$ cat src/cdid_pkg.sv
package cdid_pkg;
   // opcode classes by leading one
   typedef enum logic [3:0] {
      CDID_OP_NONE = 4'h0,
      CDID_OP_CLEAR = 4'h1,
      CDID_OP_HOME = 4'h2,
      CDID_OP_ENTRY = 4'h3,
      CDID_OP_DISP = 4'h4,
      CDID_OP_SHIFT = 4'h5,
      CDID_OP_MODE = 4'h6,
      CDID_OP_FUNC = 4'h7,
      CDID_OP_GLYPH_ADDR = 4'h8,
      CDID_OP_DDATA_ADDR = 4'h9,
      CDID_OP_DATA_WR = 4'hA,
      CDID_OP_DATA_RD = 4'hB
   } cdid_op_t;

   typedef enum logic [1:0] {
      CDID_ST_IDLE = 2'b00,
      CDID_ST_CLEAR = 2'b01,
      CDID_ST_BUSY = 2'b10,
      CDID_ST_ADDR_UPD = 2'b11
   } cdid_state_t;

   localparam logic [7:0] CDID_BLANK_CODE = 8'h20;
   localparam int CDID_CLK_KHZ = 125000;
   localparam int CDID_CLEAR_TIME_US = 6200;
   localparam int CDID_CLEAR_CYC = (CDID_CLEAR_TIME_US * CDID_CLK_KHZ) / 1000;
   localparam int CDID_EXEC_TIME_NS = 40;
   localparam int CDID_EXEC_CYC =
      (CDID_EXEC_TIME_NS * CDID_CLK_KHZ + 999999) / 1000000;
   localparam int CDID_ADD_TIME_NS = 8;
   localparam int CDID_ADD_CYC =
      (CDID_ADD_TIME_NS * CDID_CLK_KHZ + 999999) / 1000000;
   localparam logic [1:0] CDID_FONT_DEFAULT = 2'h0;
   localparam logic [1:0] CDID_FONT_INVALID = 2'h3;
   localparam logic [1:0] CDID_MODE_SUFFIX = 2'h3;
   localparam logic [1:0] CDID_SHIFT_SUFFIX = 2'h0;
   localparam logic CDID_ENTRY_INC_RST = 1'b1;
   localparam logic CDID_BUS8_RST = 1'b1;
endpackage : cdid_pkg

$ cat src/cdid_decode.sv
`timescale 1ns/1ps
module cdid_decode
   import cdid_pkg::*;
(
   input wire logic reg_select,
   input wire logic read_not_write,
   input wire logic [7:0] code,
   output cdid_op_t op
);
   always_comb begin
      op = CDID_OP_NONE;
      if (reg_select && !read_not_write) begin
         op = CDID_OP_DATA_WR;
      end else if (reg_select) begin
         op = CDID_OP_DATA_RD;
      end else if (read_not_write) begin
         op = CDID_OP_NONE;
      end else if (code[7]) begin
         op = CDID_OP_DDATA_ADDR;
      end else if (code[6]) begin
         op = CDID_OP_GLYPH_ADDR;
      end else if (code[5]) begin
         op = CDID_OP_FUNC;
      end else if (code[4]) begin
         if (code[1:0] == CDID_MODE_SUFFIX) begin
            op = CDID_OP_MODE;
         end else if (code[1:0] == CDID_SHIFT_SUFFIX) begin
            op = CDID_OP_SHIFT;
         end
      end else if (code[3]) begin
         op = CDID_OP_DISP;
      end else if (code[2]) begin
         op = CDID_OP_ENTRY;
      end else if (code[1]) begin
         op = CDID_OP_HOME;
      end else if (code[0]) begin
         op = CDID_OP_CLEAR;
      end
   end
endmodule : cdid_decode

$ cat src/cdid_core.sv
`timescale 1ns/1ps
// How it works
// - two registers, select and direction chosen
// - while busy only status read accepted
// - busy high through execution, low after
// - clear fills display RAM with blank
// - clear homes counter, forces increment
// - home zeroes counter and display shift
// - entry mode loads direction and shift
// - display control stores three bits
// - shift moves cursor or display once
// - mode form stores graphic select
// - mode form stores internal power bit
// - function set stores width, lines, font
// - lines and font bit meanings
// - glyph address load targets glyph RAM
// - display address load targets display RAM
// - status read gives busy and counter
// - data access hits selected RAM
// - counter steps after each data access
// - counter updates after busy release
// - shift enable shifts display on display RAM write
// - narrow bus moves byte in halves
// - font table select, default zero
// - display shift keeps counter, cursor moves
// - shift left on increment, right otherwise
module cdid_core
   import cdid_pkg::*;
#(
   parameter int DDATA_DEPTH = 128,
   parameter int GLYPH_DEPTH = 64,
   parameter int CLEAR_CYC = CDID_CLEAR_CYC
)(
   input wire logic clk,
   input wire logic rst,
   input wire logic ce,
   input wire logic strobe,
   input wire logic reg_select,
   input wire logic read_not_write,
   input wire logic [7:0] data_in,
   output logic [7:0] data_out_q,
   output logic data_valid_q,
   output logic busy_flag_q,
   output logic [6:0] ram_address_counter_q,
   output logic display_on_q,
   output logic cursor_on_q,
   output logic blink_on_q,
   output logic entry_inc_q,
   output logic entry_shift_q,
   output logic graphic_mode_q,
   output logic power_on_q,
   output logic bus_width_sel_q,
   output logic two_lines_q,
   output logic tall_font_q,
   output logic font_table_hi_q,
   output logic font_table_lo_q,
   output logic signed [7:0] display_shift_q,
   output logic invalid_q
);
   if (DDATA_DEPTH < 1 || DDATA_DEPTH > 128 || GLYPH_DEPTH < 1 ||
       GLYPH_DEPTH > 64 || CLEAR_CYC < DDATA_DEPTH) begin : g_bad_cfg
      $error("cdid_core: unsupported parameters");
   end
   logic [7:0] ddata_mem [DDATA_DEPTH];
   logic [7:0] glyph_mem [GLYPH_DEPTH];
   // synchronisers for pin inputs
   logic strobe_m, strobe_s, strobe_p;
   logic rs_m, rs_s, rw_m, rw_s;
   logic [7:0] din_m, din_s;
   logic half_q, target_glyph_q, step_pend_q, byte_ok;
   logic [3:0] hi_nib_q;
   logic [22:0] cnt_q;
   cdid_state_t state_q;
   cdid_op_t op;
   logic [7:0] byte_w;
   logic [6:0] ac_step;
   always_ff @(posedge clk) begin
      if (rst) begin
         strobe_m <= 1'b0;
         strobe_s <= 1'b0;
         strobe_p <= 1'b0;
         rs_m <= 1'b0;
         rs_s <= 1'b0;
         rw_m <= 1'b0;
         rw_s <= 1'b0;
         din_m <= 8'h00;
         din_s <= 8'h00;
      end else if (ce) begin
         strobe_m <= strobe;
         strobe_s <= strobe_m;
         strobe_p <= strobe_s;
         rs_m <= reg_select;
         rs_s <= rs_m;
         rw_m <= read_not_write;
         rw_s <= rw_m;
         din_m <= data_in;
         din_s <= din_m;
      end
   end
   wire take = strobe_s && !strobe_p;
   always_ff @(posedge clk) begin
      if (rst) begin
         half_q <= 1'b0;
         hi_nib_q <= 4'h0;
      end else if (ce && take && !bus_width_sel_q) begin
         half_q <= !half_q;
         if (!half_q) begin
            hi_nib_q <= din_s[7:4];
         end
      end
   end
   assign byte_ok = take && (bus_width_sel_q || half_q);
   assign byte_w = bus_width_sel_q ? din_s : {hi_nib_q, din_s[7:4]};
   cdid_decode u_dec (
      .reg_select(rs_s),
      .read_not_write(rw_s),
      .code(byte_w),
      .op(op)
   );
   assign ac_step = entry_inc_q ? ram_address_counter_q + 7'h01 :
                    ram_address_counter_q - 7'h01;
   wire accept = ce && byte_ok && state_q == CDID_ST_IDLE &&
                 !step_pend_q;
   wire status_rd = byte_ok && !rs_s && rw_s;
   always_ff @(posedge clk) begin
      if (rst) begin
         state_q <= CDID_ST_IDLE;
         cnt_q <= '0;
         busy_flag_q <= 1'b0;
         step_pend_q <= 1'b0;
         invalid_q <= 1'b0;
      end else if (ce) begin
         invalid_q <= byte_ok && !status_rd && !accept;
         case (state_q)
            CDID_ST_IDLE: begin
               if (accept && op == CDID_OP_CLEAR) begin
                  state_q <= CDID_ST_CLEAR;
                  busy_flag_q <= 1'b1;
                  cnt_q <= '0;
               end else if (accept && op != CDID_OP_NONE) begin
                  state_q <= CDID_ST_BUSY;
                  busy_flag_q <= 1'b1;
                  cnt_q <= 23'(CDID_EXEC_CYC - 1);
                  step_pend_q <= op == CDID_OP_DATA_WR ||
                                 op == CDID_OP_DATA_RD;
               end
            end
            CDID_ST_CLEAR: begin
               if (cnt_q == 23'(CLEAR_CYC - 1)) begin
                  state_q <= CDID_ST_IDLE;
                  busy_flag_q <= 1'b0;
               end else begin
                  cnt_q <= cnt_q + 23'h000001;
               end
            end
            CDID_ST_BUSY: begin
               if (cnt_q == '0) begin
                  busy_flag_q <= 1'b0;
                  state_q <= step_pend_q ? CDID_ST_ADDR_UPD : CDID_ST_IDLE;
                  cnt_q <= 23'(CDID_ADD_CYC - 1);
               end else begin
                  cnt_q <= cnt_q - 23'h000001;
               end
            end
            CDID_ST_ADDR_UPD: begin
               if (cnt_q == '0) begin
                  state_q <= CDID_ST_IDLE;
                  step_pend_q <= 1'b0;
               end else begin
                  cnt_q <= cnt_q - 23'h000001;
               end
            end
            default: state_q <= CDID_ST_IDLE;
         endcase
      end
   end
   // blank fill, one location a cycle
   always_ff @(posedge clk) begin
      if (ce && state_q == CDID_ST_CLEAR && cnt_q < 23'(DDATA_DEPTH)) begin
         ddata_mem[cnt_q[6:0]] <= CDID_BLANK_CODE;
      end else if (accept && op == CDID_OP_DATA_WR && !target_glyph_q) begin
         ddata_mem[ram_address_counter_q] <= byte_w;
      end
   end
   always_ff @(posedge clk) begin
      if (accept && op == CDID_OP_DATA_WR && target_glyph_q) begin
         glyph_mem[ram_address_counter_q[5:0]] <= byte_w;
      end
   end
   always_ff @(posedge clk) begin
      if (rst) begin
         data_out_q <= 8'h00;
         data_valid_q <= 1'b0;
      end else if (ce) begin
         data_valid_q <= status_rd || (accept && op == CDID_OP_DATA_RD);
         if (status_rd) begin
            data_out_q <= {busy_flag_q, ram_address_counter_q};
         end else if (accept && op == CDID_OP_DATA_RD) begin
            data_out_q <= target_glyph_q ?
               glyph_mem[ram_address_counter_q[5:0]] :
               ddata_mem[ram_address_counter_q];
         end
      end
   end

   // address counter and target select
   always_ff @(posedge clk) begin
      if (rst) begin
         ram_address_counter_q <= 7'h00;
         target_glyph_q <= 1'b0;
      end else if (ce) begin
         if (state_q == CDID_ST_ADDR_UPD && cnt_q == '0) begin
            ram_address_counter_q <= ac_step;
         end else if (accept) begin
            case (op)
               CDID_OP_CLEAR, CDID_OP_HOME: begin
                  ram_address_counter_q <= 7'h00;
                  target_glyph_q <= 1'b0;
               end
               CDID_OP_SHIFT: begin
                  if (!byte_w[3]) begin
                     ram_address_counter_q <= byte_w[2] ?
                        ram_address_counter_q + 7'h01 :
                        ram_address_counter_q - 7'h01;
                  end
               end
               CDID_OP_GLYPH_ADDR: begin
                  ram_address_counter_q <= {1'b0, byte_w[5:0]};
                  target_glyph_q <= 1'b1;
               end
               CDID_OP_DDATA_ADDR: begin
                  ram_address_counter_q <= byte_w[6:0];
                  target_glyph_q <= 1'b0;
               end
               default: ;
            endcase
         end
      end
   end

   // display shift offset
   always_ff @(posedge clk) begin
      if (rst) begin
         display_shift_q <= 8'sh00;
      end else if (accept) begin
         if (op == CDID_OP_CLEAR || op == CDID_OP_HOME) begin
            display_shift_q <= 8'sh00;
         end else if (op == CDID_OP_SHIFT && byte_w[3]) begin
            display_shift_q <= byte_w[2] ? display_shift_q + 8'sh01 :
                               display_shift_q - 8'sh01;
         end else if (op == CDID_OP_DATA_WR && entry_shift_q &&
                      !target_glyph_q) begin
            display_shift_q <= entry_inc_q ? display_shift_q - 8'sh01 :
                               display_shift_q + 8'sh01;
         end
      end
   end

   // configuration registers
   always_ff @(posedge clk) begin
      if (rst) begin
         entry_inc_q <= CDID_ENTRY_INC_RST;
         entry_shift_q <= 1'b0;
         display_on_q <= 1'b0;
         cursor_on_q <= 1'b0;
         blink_on_q <= 1'b0;
         graphic_mode_q <= 1'b0;
         power_on_q <= 1'b0;
         bus_width_sel_q <= CDID_BUS8_RST;
         two_lines_q <= 1'b0;
         tall_font_q <= 1'b0;
         {font_table_hi_q, font_table_lo_q} <= CDID_FONT_DEFAULT;
      end else if (accept) begin
         case (op)
            CDID_OP_CLEAR: entry_inc_q <= 1'b1;
            CDID_OP_ENTRY: begin
               entry_inc_q <= byte_w[1];
               entry_shift_q <= byte_w[0];
            end
            CDID_OP_DISP: begin
               display_on_q <= byte_w[2];
               cursor_on_q <= byte_w[1];
               blink_on_q <= byte_w[0];
            end
            CDID_OP_MODE: begin
               graphic_mode_q <= byte_w[3];
               power_on_q <= byte_w[2];
            end
            CDID_OP_FUNC: begin
               bus_width_sel_q <= byte_w[4];
               two_lines_q <= byte_w[3];
               tall_font_q <= byte_w[2];
               if (byte_w[1:0] != CDID_FONT_INVALID) begin
                  {font_table_hi_q, font_table_lo_q} <= byte_w[1:0];
               end
            end
            default: ;
         endcase
      end
   end
   AST_BUSY_HELD: assert property (@(posedge clk) disable iff (rst)
      (state_q == CDID_ST_CLEAR || state_q == CDID_ST_BUSY) |-> busy_flag_q)
      else $error("busy low during execution");
   AST_CLEAR_BUSY: assert property (@(posedge clk) disable iff (rst)
      (accept && op == CDID_OP_CLEAR) |=> busy_flag_q)
      else $error("clear did not set busy");
   AST_HOME_AC: assert property (@(posedge clk) disable iff (rst)
      (accept && op == CDID_OP_HOME) |=> ram_address_counter_q == 7'h00)
      else $error("home did not zero counter");
   AST_CLEAR_INC: assert property (@(posedge clk) disable iff (rst)
      (accept && op == CDID_OP_CLEAR) |=>
         entry_inc_q && $stable(entry_shift_q))
      else $error("clear entry bits wrong");
   AST_NO_ACCEPT_BUSY: assert property (@(posedge clk) disable iff (rst)
      busy_flag_q |-> !accept)
      else $error("accepted while busy");
   AST_STATUS: assert property (@(posedge clk) disable iff (rst)
      (ce && status_rd) |=> data_valid_q &&
         data_out_q == {$past(busy_flag_q), $past(ram_address_counter_q)})
      else $error("status read wrong");
   AST_AC_LATE: assert property (@(posedge clk) disable iff (rst)
      $fell(busy_flag_q) && step_pend_q |-> $stable(ram_address_counter_q))
      else $error("counter moved with busy release");
   AST_GLYPH_ADDR: assert property (@(posedge clk) disable iff (rst)
      (accept && op == CDID_OP_GLYPH_ADDR) |=> target_glyph_q &&
         ram_address_counter_q == {1'b0, $past(byte_w[5:0])})
      else $error("glyph address load wrong");
   AST_DISP_SHIFT_AC: assert property (@(posedge clk) disable iff (rst)
      (accept && op == CDID_OP_SHIFT && byte_w[3]) |=>
         $stable(ram_address_counter_q))
      else $error("display shift moved counter");
   AST_FONT_VALID: assert property (@(posedge clk) disable iff (rst)
      {font_table_hi_q, font_table_lo_q} != CDID_FONT_INVALID)
      else $error("invalid font table stored");
   COV_CLEAR: cover property (@(posedge clk) disable iff (rst)
      state_q == CDID_ST_CLEAR ##1 state_q == CDID_ST_IDLE);
   COV_WRITE: cover property (@(posedge clk) disable iff (rst)
      accept && op == CDID_OP_DATA_WR);
   COV_INVALID: cover property (@(posedge clk) disable iff (rst) invalid_q);
endmodule : cdid_core

$ cat config.mk
export PLATFORM = sky130hd
export DESIGN_NAME = cdid_core
export DESIGN_NICKNAME = d
export VERILOG_FILES = /design/src/cdid_pkg.sv /design/src/cdid_decode.sv /design/src/cdid_core.sv
export SDC_FILE = /design/constraint.sdc
export NUM_CORES = 2
export LEC_CHECK = 0
export BUFFER_PORTS_ARGS = -buffer_cell sky130_fd_sc_hd__buf_2
export CELL_PAD_IN_SITES_DETAIL_PLACEMENT = 0
export CELL_PAD_IN_SITES_GLOBAL_PLACEMENT = 1
export CORE_ASPECT_RATIO = 0.9
export CORE_MARGIN = 8
export CORE_UTILIZATION = 35
export CTS_BUF_LIST = sky130_fd_sc_hd__clkbuf_8
export DETAILED_ROUTE_END_ITERATION = 7
export GPL_ROUTABILITY_DRIVEN = 0
export PLACE_DENSITY_LB_ADDON = 0.1
export SLEW_MARGIN = 20
export SYNTH_ARGS = -nofsm -noshare
export SYNTH_HDL_FRONTEND = slang
export SYNTH_HIERARCHICAL = 1
export SYNTH_SLANG_ARGS = --single-unit
export TNS_END_PERCENT = 20
$ cat constraint.sdc
create_clock -name clk -period 8.8 [get_ports clk]
set_input_delay 0.44 -clock clk [delete_from_list [all_inputs] [get_ports clk]]
set_output_delay 0.44 -clock clk [all_outputs]
set_load 0.03 [all_outputs]
* Word-level counts from Yosys, hierarchy flattened
Memories as Yosys holds them, arrays and structs flattened. A register that Yosys moved wholly into a read port is not among the register bits. Index checks and enable logic that the tools add are counted.
Storage, ports and cells: flip-flop bits (word level) 93, latch bits 0, RAM bits 1536, bits in read-only memories 0, input bits 14, output and inout bits 38, logic and storage cells 202, memories 2
Memories:
- ddata_mem | depth 128, width 8, read ports 1, clocked after memory_dff 1, wr ports 1, RTL line cdid_core.sv:64 | logic [7:0] ddata_mem [DDATA_DEPTH];
- glyph_mem | depth 64, width 8, read ports 1, clocked after memory_dff 1, wr ports 1, RTL line cdid_core.sv:65 | logic [7:0] glyph_mem [GLYPH_DEPTH];
Operators by class: add/subtract/negate cells 6, multiply operators 0, div/mod/pow operators 0, $lt $le $gt $ge 1, eq/ne operators 26, shifts and indexed selects 0, multiplexer cells 65, bitwise gates (word level) 2, reductions and logical operators 67
Operators by type and width (number):
- 23-bit 2-to-1 mux | 5
- 23-bit case mux with 4 select lines | 1
- 8-bit 2-to-1 mux | 10
- 7-bit 2-to-1 mux | 8
- 4-bit 2-to-1 mux | 11
- 7-bit case mux with 4 select lines | 1
- 1-bit logical AND | 24
- 23-bit by 1-bit adder with 23-bit output, second input constant | 1
- 23-bit by 20-bit == test with 1-bit output, second input constant | 1
- 23-bit logical NOT | 1
- 23-bit by 8-bit < comparator with 1-bit output, second input constant | 1
- 23-bit by 1-bit subtractor with 23-bit output, second input constant | 1
- 4-bit by 3-bit == test with 1-bit output, second input constant | 4
- 4-bit == test, second input constant | 4
- 2-bit AND reduction | 8
- 1-bit 2-to-1 mux | 15
- 5-bit AND reduction | 3
- 2-bit 2-to-1 mux | 6
- 6-bit 2-to-1 mux | 2
- 2-bit != test, second input constant | 6
- 4-bit AND reduction | 3
- 2-bit nonzero test | 5
- 1-bit logical NOT | 9
- 8-bit by 2-bit adder with 8-bit output, second input constant | 1
- 24 further kinds | 36

* Longest topological paths before layout
depth after elaboration 20, mapped depth 16, depth with buffers taken out 14

* Hierarchy
The synthesis kept the hierarchy.
By module, submodules not included:
- cdid_core | instances 1, cells an instance 3594, area an instance 65572.9 um^2, seq. area each 48126.2 um^2
- cdid_decode | instances 1, cells an instance 20, area an instance 168.9 um^2, seq. area each 0.0 um^2

* Worst setup path before layout
Ideal clock, no wire load.
path kind flip-flop to flip-flop, start register bus_width_sel_q, end memory ddata_mem[0][7], data pin, library setup time 825 ps, arrival time 6998 ps, required time 7975 ps, slack 976 ps, stages on the path, launching flop included 11, buffers on the path 1, period minus slack after synthesis 7824 ps, cells stage by stage dfxtp_1 > buf_2 > mux2i_2 > clkinv_1 > or2_1 > a221oi_2 > o41ai_2 > nand2b_1 > nor2_1 > nand3b_1 > nor2b_1
On the way: elaborated cells on any way between the ends 29
RTL lines:
- start: declaration | RTL line cdid_core.sv:52 | output logic bus_width_sel_q,
- start signal: assignment | RTL line cdid_core.sv:290 | bus_width_sel_q <= byte_w[4];
- 8-bit 2-to-1 mux | RTL line cdid_core.sv:113 | assign byte_w = bus_width_sel_q ? din_s : {hi_nib_q, din_s[7:4]};
- net byte_w[2] | RTL line cdid_core.sv:75 | logic [7:0] byte_w;
- 4-bit 2-to-1 mux | RTL line cdid_decode.sv:32 | end else if (code[2]) begin
- 4-bit 2-to-1 mux | RTL line cdid_decode.sv:30 | end else if (code[3]) begin
- 4-bit 2-to-1 mux | RTL line cdid_decode.sv:24 | end else if (code[4]) begin
- 4-bit 2-to-1 mux | RTL line cdid_decode.sv:22 | end else if (code[5]) begin
- 4-bit 2-to-1 mux | RTL line cdid_decode.sv:20 | end else if (code[6]) begin
- 4-bit 2-to-1 mux | RTL line cdid_decode.sv:18 | end else if (code[7]) begin
- (+3 left out)
- net op[0] | RTL line cdid_core.sv:74 | cdid_op_t op;
- 4-bit == test | RTL line cdid_core.sv:181 | end else if (accept && op == CDID_OP_DATA_WR && !target_glyph_q) begin
- 1-bit logical AND (2 in series) | RTL line cdid_core.sv:181
- 1-bit 2-to-1 mux | RTL line cdid_core.sv:181
- 1-bit 2-to-1 mux | RTL line cdid_core.sv:179 | if (ce && state_q == CDID_ST_CLEAR && cnt_q < 23'(DDATA_DEPTH)) begin
- 1-bit 2-to-1 mux (not written as such) | RTL line cdid_core.sv:182 | ddata_mem[ram_address_counter_q] <= byte_w;
- 8-bit OR reduction (no source line)
- 8-bit 2-to-1 mux (no source line)
- end: declaration | RTL line cdid_core.sv:64
The timed path passes the listed nets, and every way through them passes these cells.

* Final worst setup path
start register bus_width_sel_q, end memory ddata_mem[93][4] (enable)
On the way: elaborated cells on any way between the ends 30
RTL lines:
- 8-bit 2-to-1 mux * | RTL line cdid_core.sv:113
- net byte_w[6] | RTL line cdid_core.sv:75
- 4-bit 2-to-1 mux * | RTL line cdid_decode.sv:20
- 4-bit 2-to-1 mux * | RTL line cdid_decode.sv:18
- 4-bit 2-to-1 mux * | RTL line cdid_decode.sv:16 | end else if (read_not_write) begin
- 4-bit 2-to-1 mux * | RTL line cdid_decode.sv:14 | end else if (reg_select) begin
- 4-bit 2-to-1 mux * | RTL line cdid_decode.sv:12 | if (reg_select && !read_not_write) begin
- net op[3] | RTL line cdid_core.sv:74
- 4-bit == test * | RTL line cdid_core.sv:181
- 1-bit logical AND * (2 in series) | RTL line cdid_core.sv:181
- 1-bit 2-to-1 mux * | RTL line cdid_core.sv:181
- 1-bit 2-to-1 mux * | RTL line cdid_core.sv:179
- 1-bit 2-to-1 mux (not written as such) * | RTL line cdid_core.sv:182
- 8-bit OR reduction (no source line)
- 7-bit 2-to-1 mux (no source line) / 1-bit 2-to-1 mux (equally long branches)
Mark *: on every way through the listed nets, which the timed path passes. The rest lies on a longest branch.

==> metrics.md <==
| Metric | Value |
|---|---|
| Highest-count cells in the layout ignoring fill and taps | sky130_fd_sc_hd__edfxtp_1 (1536), sky130_fd_sc_hd__mux4_2 (373), sky130_fd_sc_hd__nor2_1 (323) |
| Longest individual stage delay on the worst path | around 0.85 ns |
| Width of the die | ~470 um |
| Arr. time, crit path | approximately 7.0 ns |
| Kind of path behind the tightest hold check | input port to register |
| Post-synth top flop | sky130_fd_sc_hd__edfxtp_1 |
| Leading cell type in the layout, fill and taps excluded | sky130_fd_sc_hd__edfxtp_1 |
| Critical path class | register to register |
| Die footprint | ~200000 um2 |
| Number of iterations in the first detailed-routing pass | 5 |
| Overall power | about 15 mW |
| Post-synthesis sequential element count | between 1500 and 2000 |
| Detail Placement HPWL | roughly 120000 um |
| Power dissipated by switching net loads | 3.33 mW |
| Final Slew Violations | 0 |
| Pin count of the biggest net entering global routing | approximately 130 |
| Int Power | approximately 12 mW |
| Critical path's top delay family | simple AND/OR/NAND/NOR gates |
| Seq pwr share | between 50% and 60% |
| Remaining number of nets flagged by the antenna check after routing | 0 |
| Remaining design rule violation count | 0 |
| Global-route usage over all layers | 19.3% |
| Reg clk slew, reported paths | approximately 0.06 ns |
| Total power per unit cell area | roughly 210 nW/um2 |
| Status | finished clean |
| Synth warn | 6 |
| Clock latency of the later-clocked register in the worst-skew pair | between 0.9 and 1 ns |
| Cell count after synthesis | about 3600 |
| Floorplan die height | around 430 um |
| Clock H-tree levels | 5 |
| Setup total negative slack | 0 ns |
| Antenna violations before repair | 10 |
| Final setup viols | 0 |
| Data required time of the worst path | between 9 and 10 ns |
| Cell variety after synth | between 80 and 90 |
| Proportion of power drawn by the clock network | between 40% and 50% |
| Maximum count of clock buffers along a single path | 4 |
| Via count of the first global-routing pass | about 36000 |
| Number of flops mapped to enable cells by yosys | 1536 |
| Cell row count | roughly 150 |
| TritonCTS buffer count | approximately 290 |
| Async set or reset register ratio after synthesis | 0% |
| Relative contribution of combinational cells to total power | ~2% |
| # resized after CTS | 0 |
| Total via count in the routed design | 35500 |
| Drt wl/cell | approximately 30 um |
| Crit path cell chain | mux2i_1, inv_2, buf_4, nor2_1, o21ai_1, nand2b_1, nor4_2, o311ai_4, buf_4, o21ai_1, nand2_1, nor2_1 |
| Starting DRC count in detailed routing | around 3300 |
| Number of ports placed on the die boundary | between 50 and 60 |
| Part of the Yosys area used for sequential elements | 73.2% |
| Startpoint Class | register |
| Maxcap violations | 0 |
| Mapped Nets | about 3600 |
| Measured slew at the worst slew-check pin | 1.10 ns |
| TritonCTS clock tree | built |
| Switching share of power | approximately 22% |
| Net count reported at finish | just under 4000 |
| Period utilisation layout | between 70% and 80% |
| TritonCTS Sinks | between 1500 and 2000 |
| Type of destination of the critical path | register |
| Clock tree skew after final layout | 0.0554 ns |
| Highest clock frequency the design can meet | about 0.16 GHz |
| Post-Syn Area | approximately 66000 um2 |
| Detailed Route WL | roughly 200000 um |
| Area Overhead vs Synth | 13.0% |
| Vias per Instance | between 5 and 6 |
| Final Hold Fails | 0 |
| Residual overflow from global routing | 0 |
| Largest vdd supply drop | 0.000143 V |
| Tightest slew margin relative to the limit | about a quarter |
| Global-route wire length before repair | 279000 um |
| CP max stage cell | sky130_fd_sc_hd__o21ai_1 |
| CP Buf/Inv Count | 3 |
| Leakage power total | between 20 and 25 nW |
| Crit path max fanout | between 60 and 70 |
| Layout cells sized above 1 | a little under a quarter |
| Final critical delay including setup and external delays | 6.39 ns |
| Buffer cell driving the clock tree root | sky130_fd_sc_hd__clkbuf_8 |
| Area inside the core boundary | approximately 190000 um2 |
| Buffers inserted during post-CTS setup optimization | 0 |
| Starting Density | roughly a third |
| Per-instance average area after synthesis | ~18 um2 |
| Number of buffer cells added on primary ports | a little over 50 |
| RSZ-0062 raised after global routing | false |
## area by class of cell
class                           instances  area (um2)
Multi-Input combinational cell       1734       16600
Clock buffer                          295        4060
Sequential cell                      1636       48100
Clock inverter                        184        1040
Inverter                               34         128
Antenna cell                            8        20.0
Timing Repair Buffer                  151        1130
Tap cell                             2524        3160
Fill cell                           17200      113000
## through the flow
| stage | std cells | setup WS (ns) | cell area (um2) | hold WS (ns) | util (%) |
|---|---|---|---|---|---|
| finish | 6566 | 2.41 | 74300 | 0.126 | 39.6 |
| global route | 6564 | 2.13 | 74300 | 0.0784 | 39.6 |
| CTS | 6558 | 2.31 | 74200 | 0.0361 | 39.6 |
| detailed placement | 6067 | 2.40 | 69000 | 0.448 | 36.8 |
| global placement | 6067 | 2.67 | 69000 | 0.441 | 36.8 |
| floorplan | 3614 | 0.976 | 65700 | 0.456 | - |
## sequential cells by signal, summed over array words and instances (netlist names), 2 cells and up, named ones only
name	count
cnt_q	23
data_out_q	8
ddata_mem	1024
din_m	8
din_s	8
display_shift_q	8
glyph_mem	512
hi_nib_q	4
ram_address_counter_q	7
state_q	2
## cells in the mapped netlist, types with 11 or more instances
library cell,instances,share of area (%)
sky130_fd_sc_hd__edfxtp_1,1536,70
sky130_fd_sc_hd__mux4_2,373,13
sky130_fd_sc_hd__nor2_1,330,1.9
sky130_fd_sc_hd__nand2_1,185,1.1
sky130_fd_sc_hd__mux2i_1,110,1.7
sky130_fd_sc_hd__dfxtp_1,100,3.0
sky130_fd_sc_hd__clkbuf_1,94,0.54
sky130_fd_sc_hd__buf_2,87,0.66
sky130_fd_sc_hd__a21oi_1,81,0.62
sky130_fd_sc_hd__o21ai_0,69,0.53
sky130_fd_sc_hd__nand3_1,58,0.44
sky130_fd_sc_hd__o22ai_1,51,0.49
sky130_fd_sc_hd__nor3_1,40,0.30
sky130_fd_sc_hd__a211oi_1,35,0.40
sky130_fd_sc_hd__inv_1,30,0.17
sky130_fd_sc_hd__a22oi_1,27,0.31
sky130_fd_sc_hd__a31oi_1,26,0.25
sky130_fd_sc_hd__nor2b_1,23,0.22
sky130_fd_sc_hd__mux2_2,17,0.29
sky130_fd_sc_hd__or3_1,17,0.16
sky130_fd_sc_hd__a221oi_1,16,0.21
sky130_fd_sc_hd__buf_1,16,0.091
sky130_fd_sc_hd__and3_1,15,0.14
sky130_fd_sc_hd__ha_1,15,0.29
sky130_fd_sc_hd__nand4_1,15,0.14
sky130_fd_sc_hd__nor4_1,15,0.14
sky130_fd_sc_hd__nand2b_1,13,0.12
sky130_fd_sc_hd__o31ai_1,13,0.15
sky130_fd_sc_hd__xnor2_1,11,0.15
## power groups by stage
stage	Sequential, mW	Combinational [mW]	Clock (mW)
global placement	8.59	0.306	0
CTS	8.43	0.309	6.71
floorplan	8.59	0.196	0
global route	8.43	0.329	7.03
finish	8.43	0.306	6.52
detailed placement	8.59	0.304	0
## layer usage
layer	up-vias	global-route usage, %	part of all wire, %
met5	-	0	0.034
met2	1214	28.8	45
met1	18800	27.8	45
met3	316	4.84	6.8
met4	10	5.74	2.8
li1	15200	-	-
## final timing paths
check,start,endpoint,slack (ns),cells after the start
setup reg to reg,bus_width_sel_q,ddata_mem[93][4],2.41,12
hold reg to reg,data_valid_q,data_valid_q,0.45,2
setup / recovery,bus_width_sel_q,ddata_mem[93][4],2.41,12
hold / removal,ce,din_s[4],0.13,4
## cell families (layout without fill, tap and decap cells)
kind of cell | Yosys count | in the layout | share of synthesized area, %
other | 0 | 8 | 0
DFF | 1636 | 1636 | 73.2
adders and majority gates | 15 | 15 | 0.285
xor gates and xnor gates | 16 | 16 | 0.213
buffers and inverters | 244 | 664 | 1.65
muxes | 501 | 501 | 14.8
AOI/OAI and AO/OA | 429 | 429 | 4.49
and+or+nand+nor | 773 | 773 | 5.40
## worst register-to-register path, delay by kind of cell (launching register included)
kind,cells,cell delay [ns]
simple gates,5,2.26
compound gates,3,1.67
flops,1,0.68
mux,1,0.38
buf+inv,3,1.01
## timing repair
action	CTS	global route
endpoints found under the setup margin	0	0
hold buffers	12	0
endpoints found under the hold margin	43	0
Note: power is estimated with default switching activity, not from simulation.
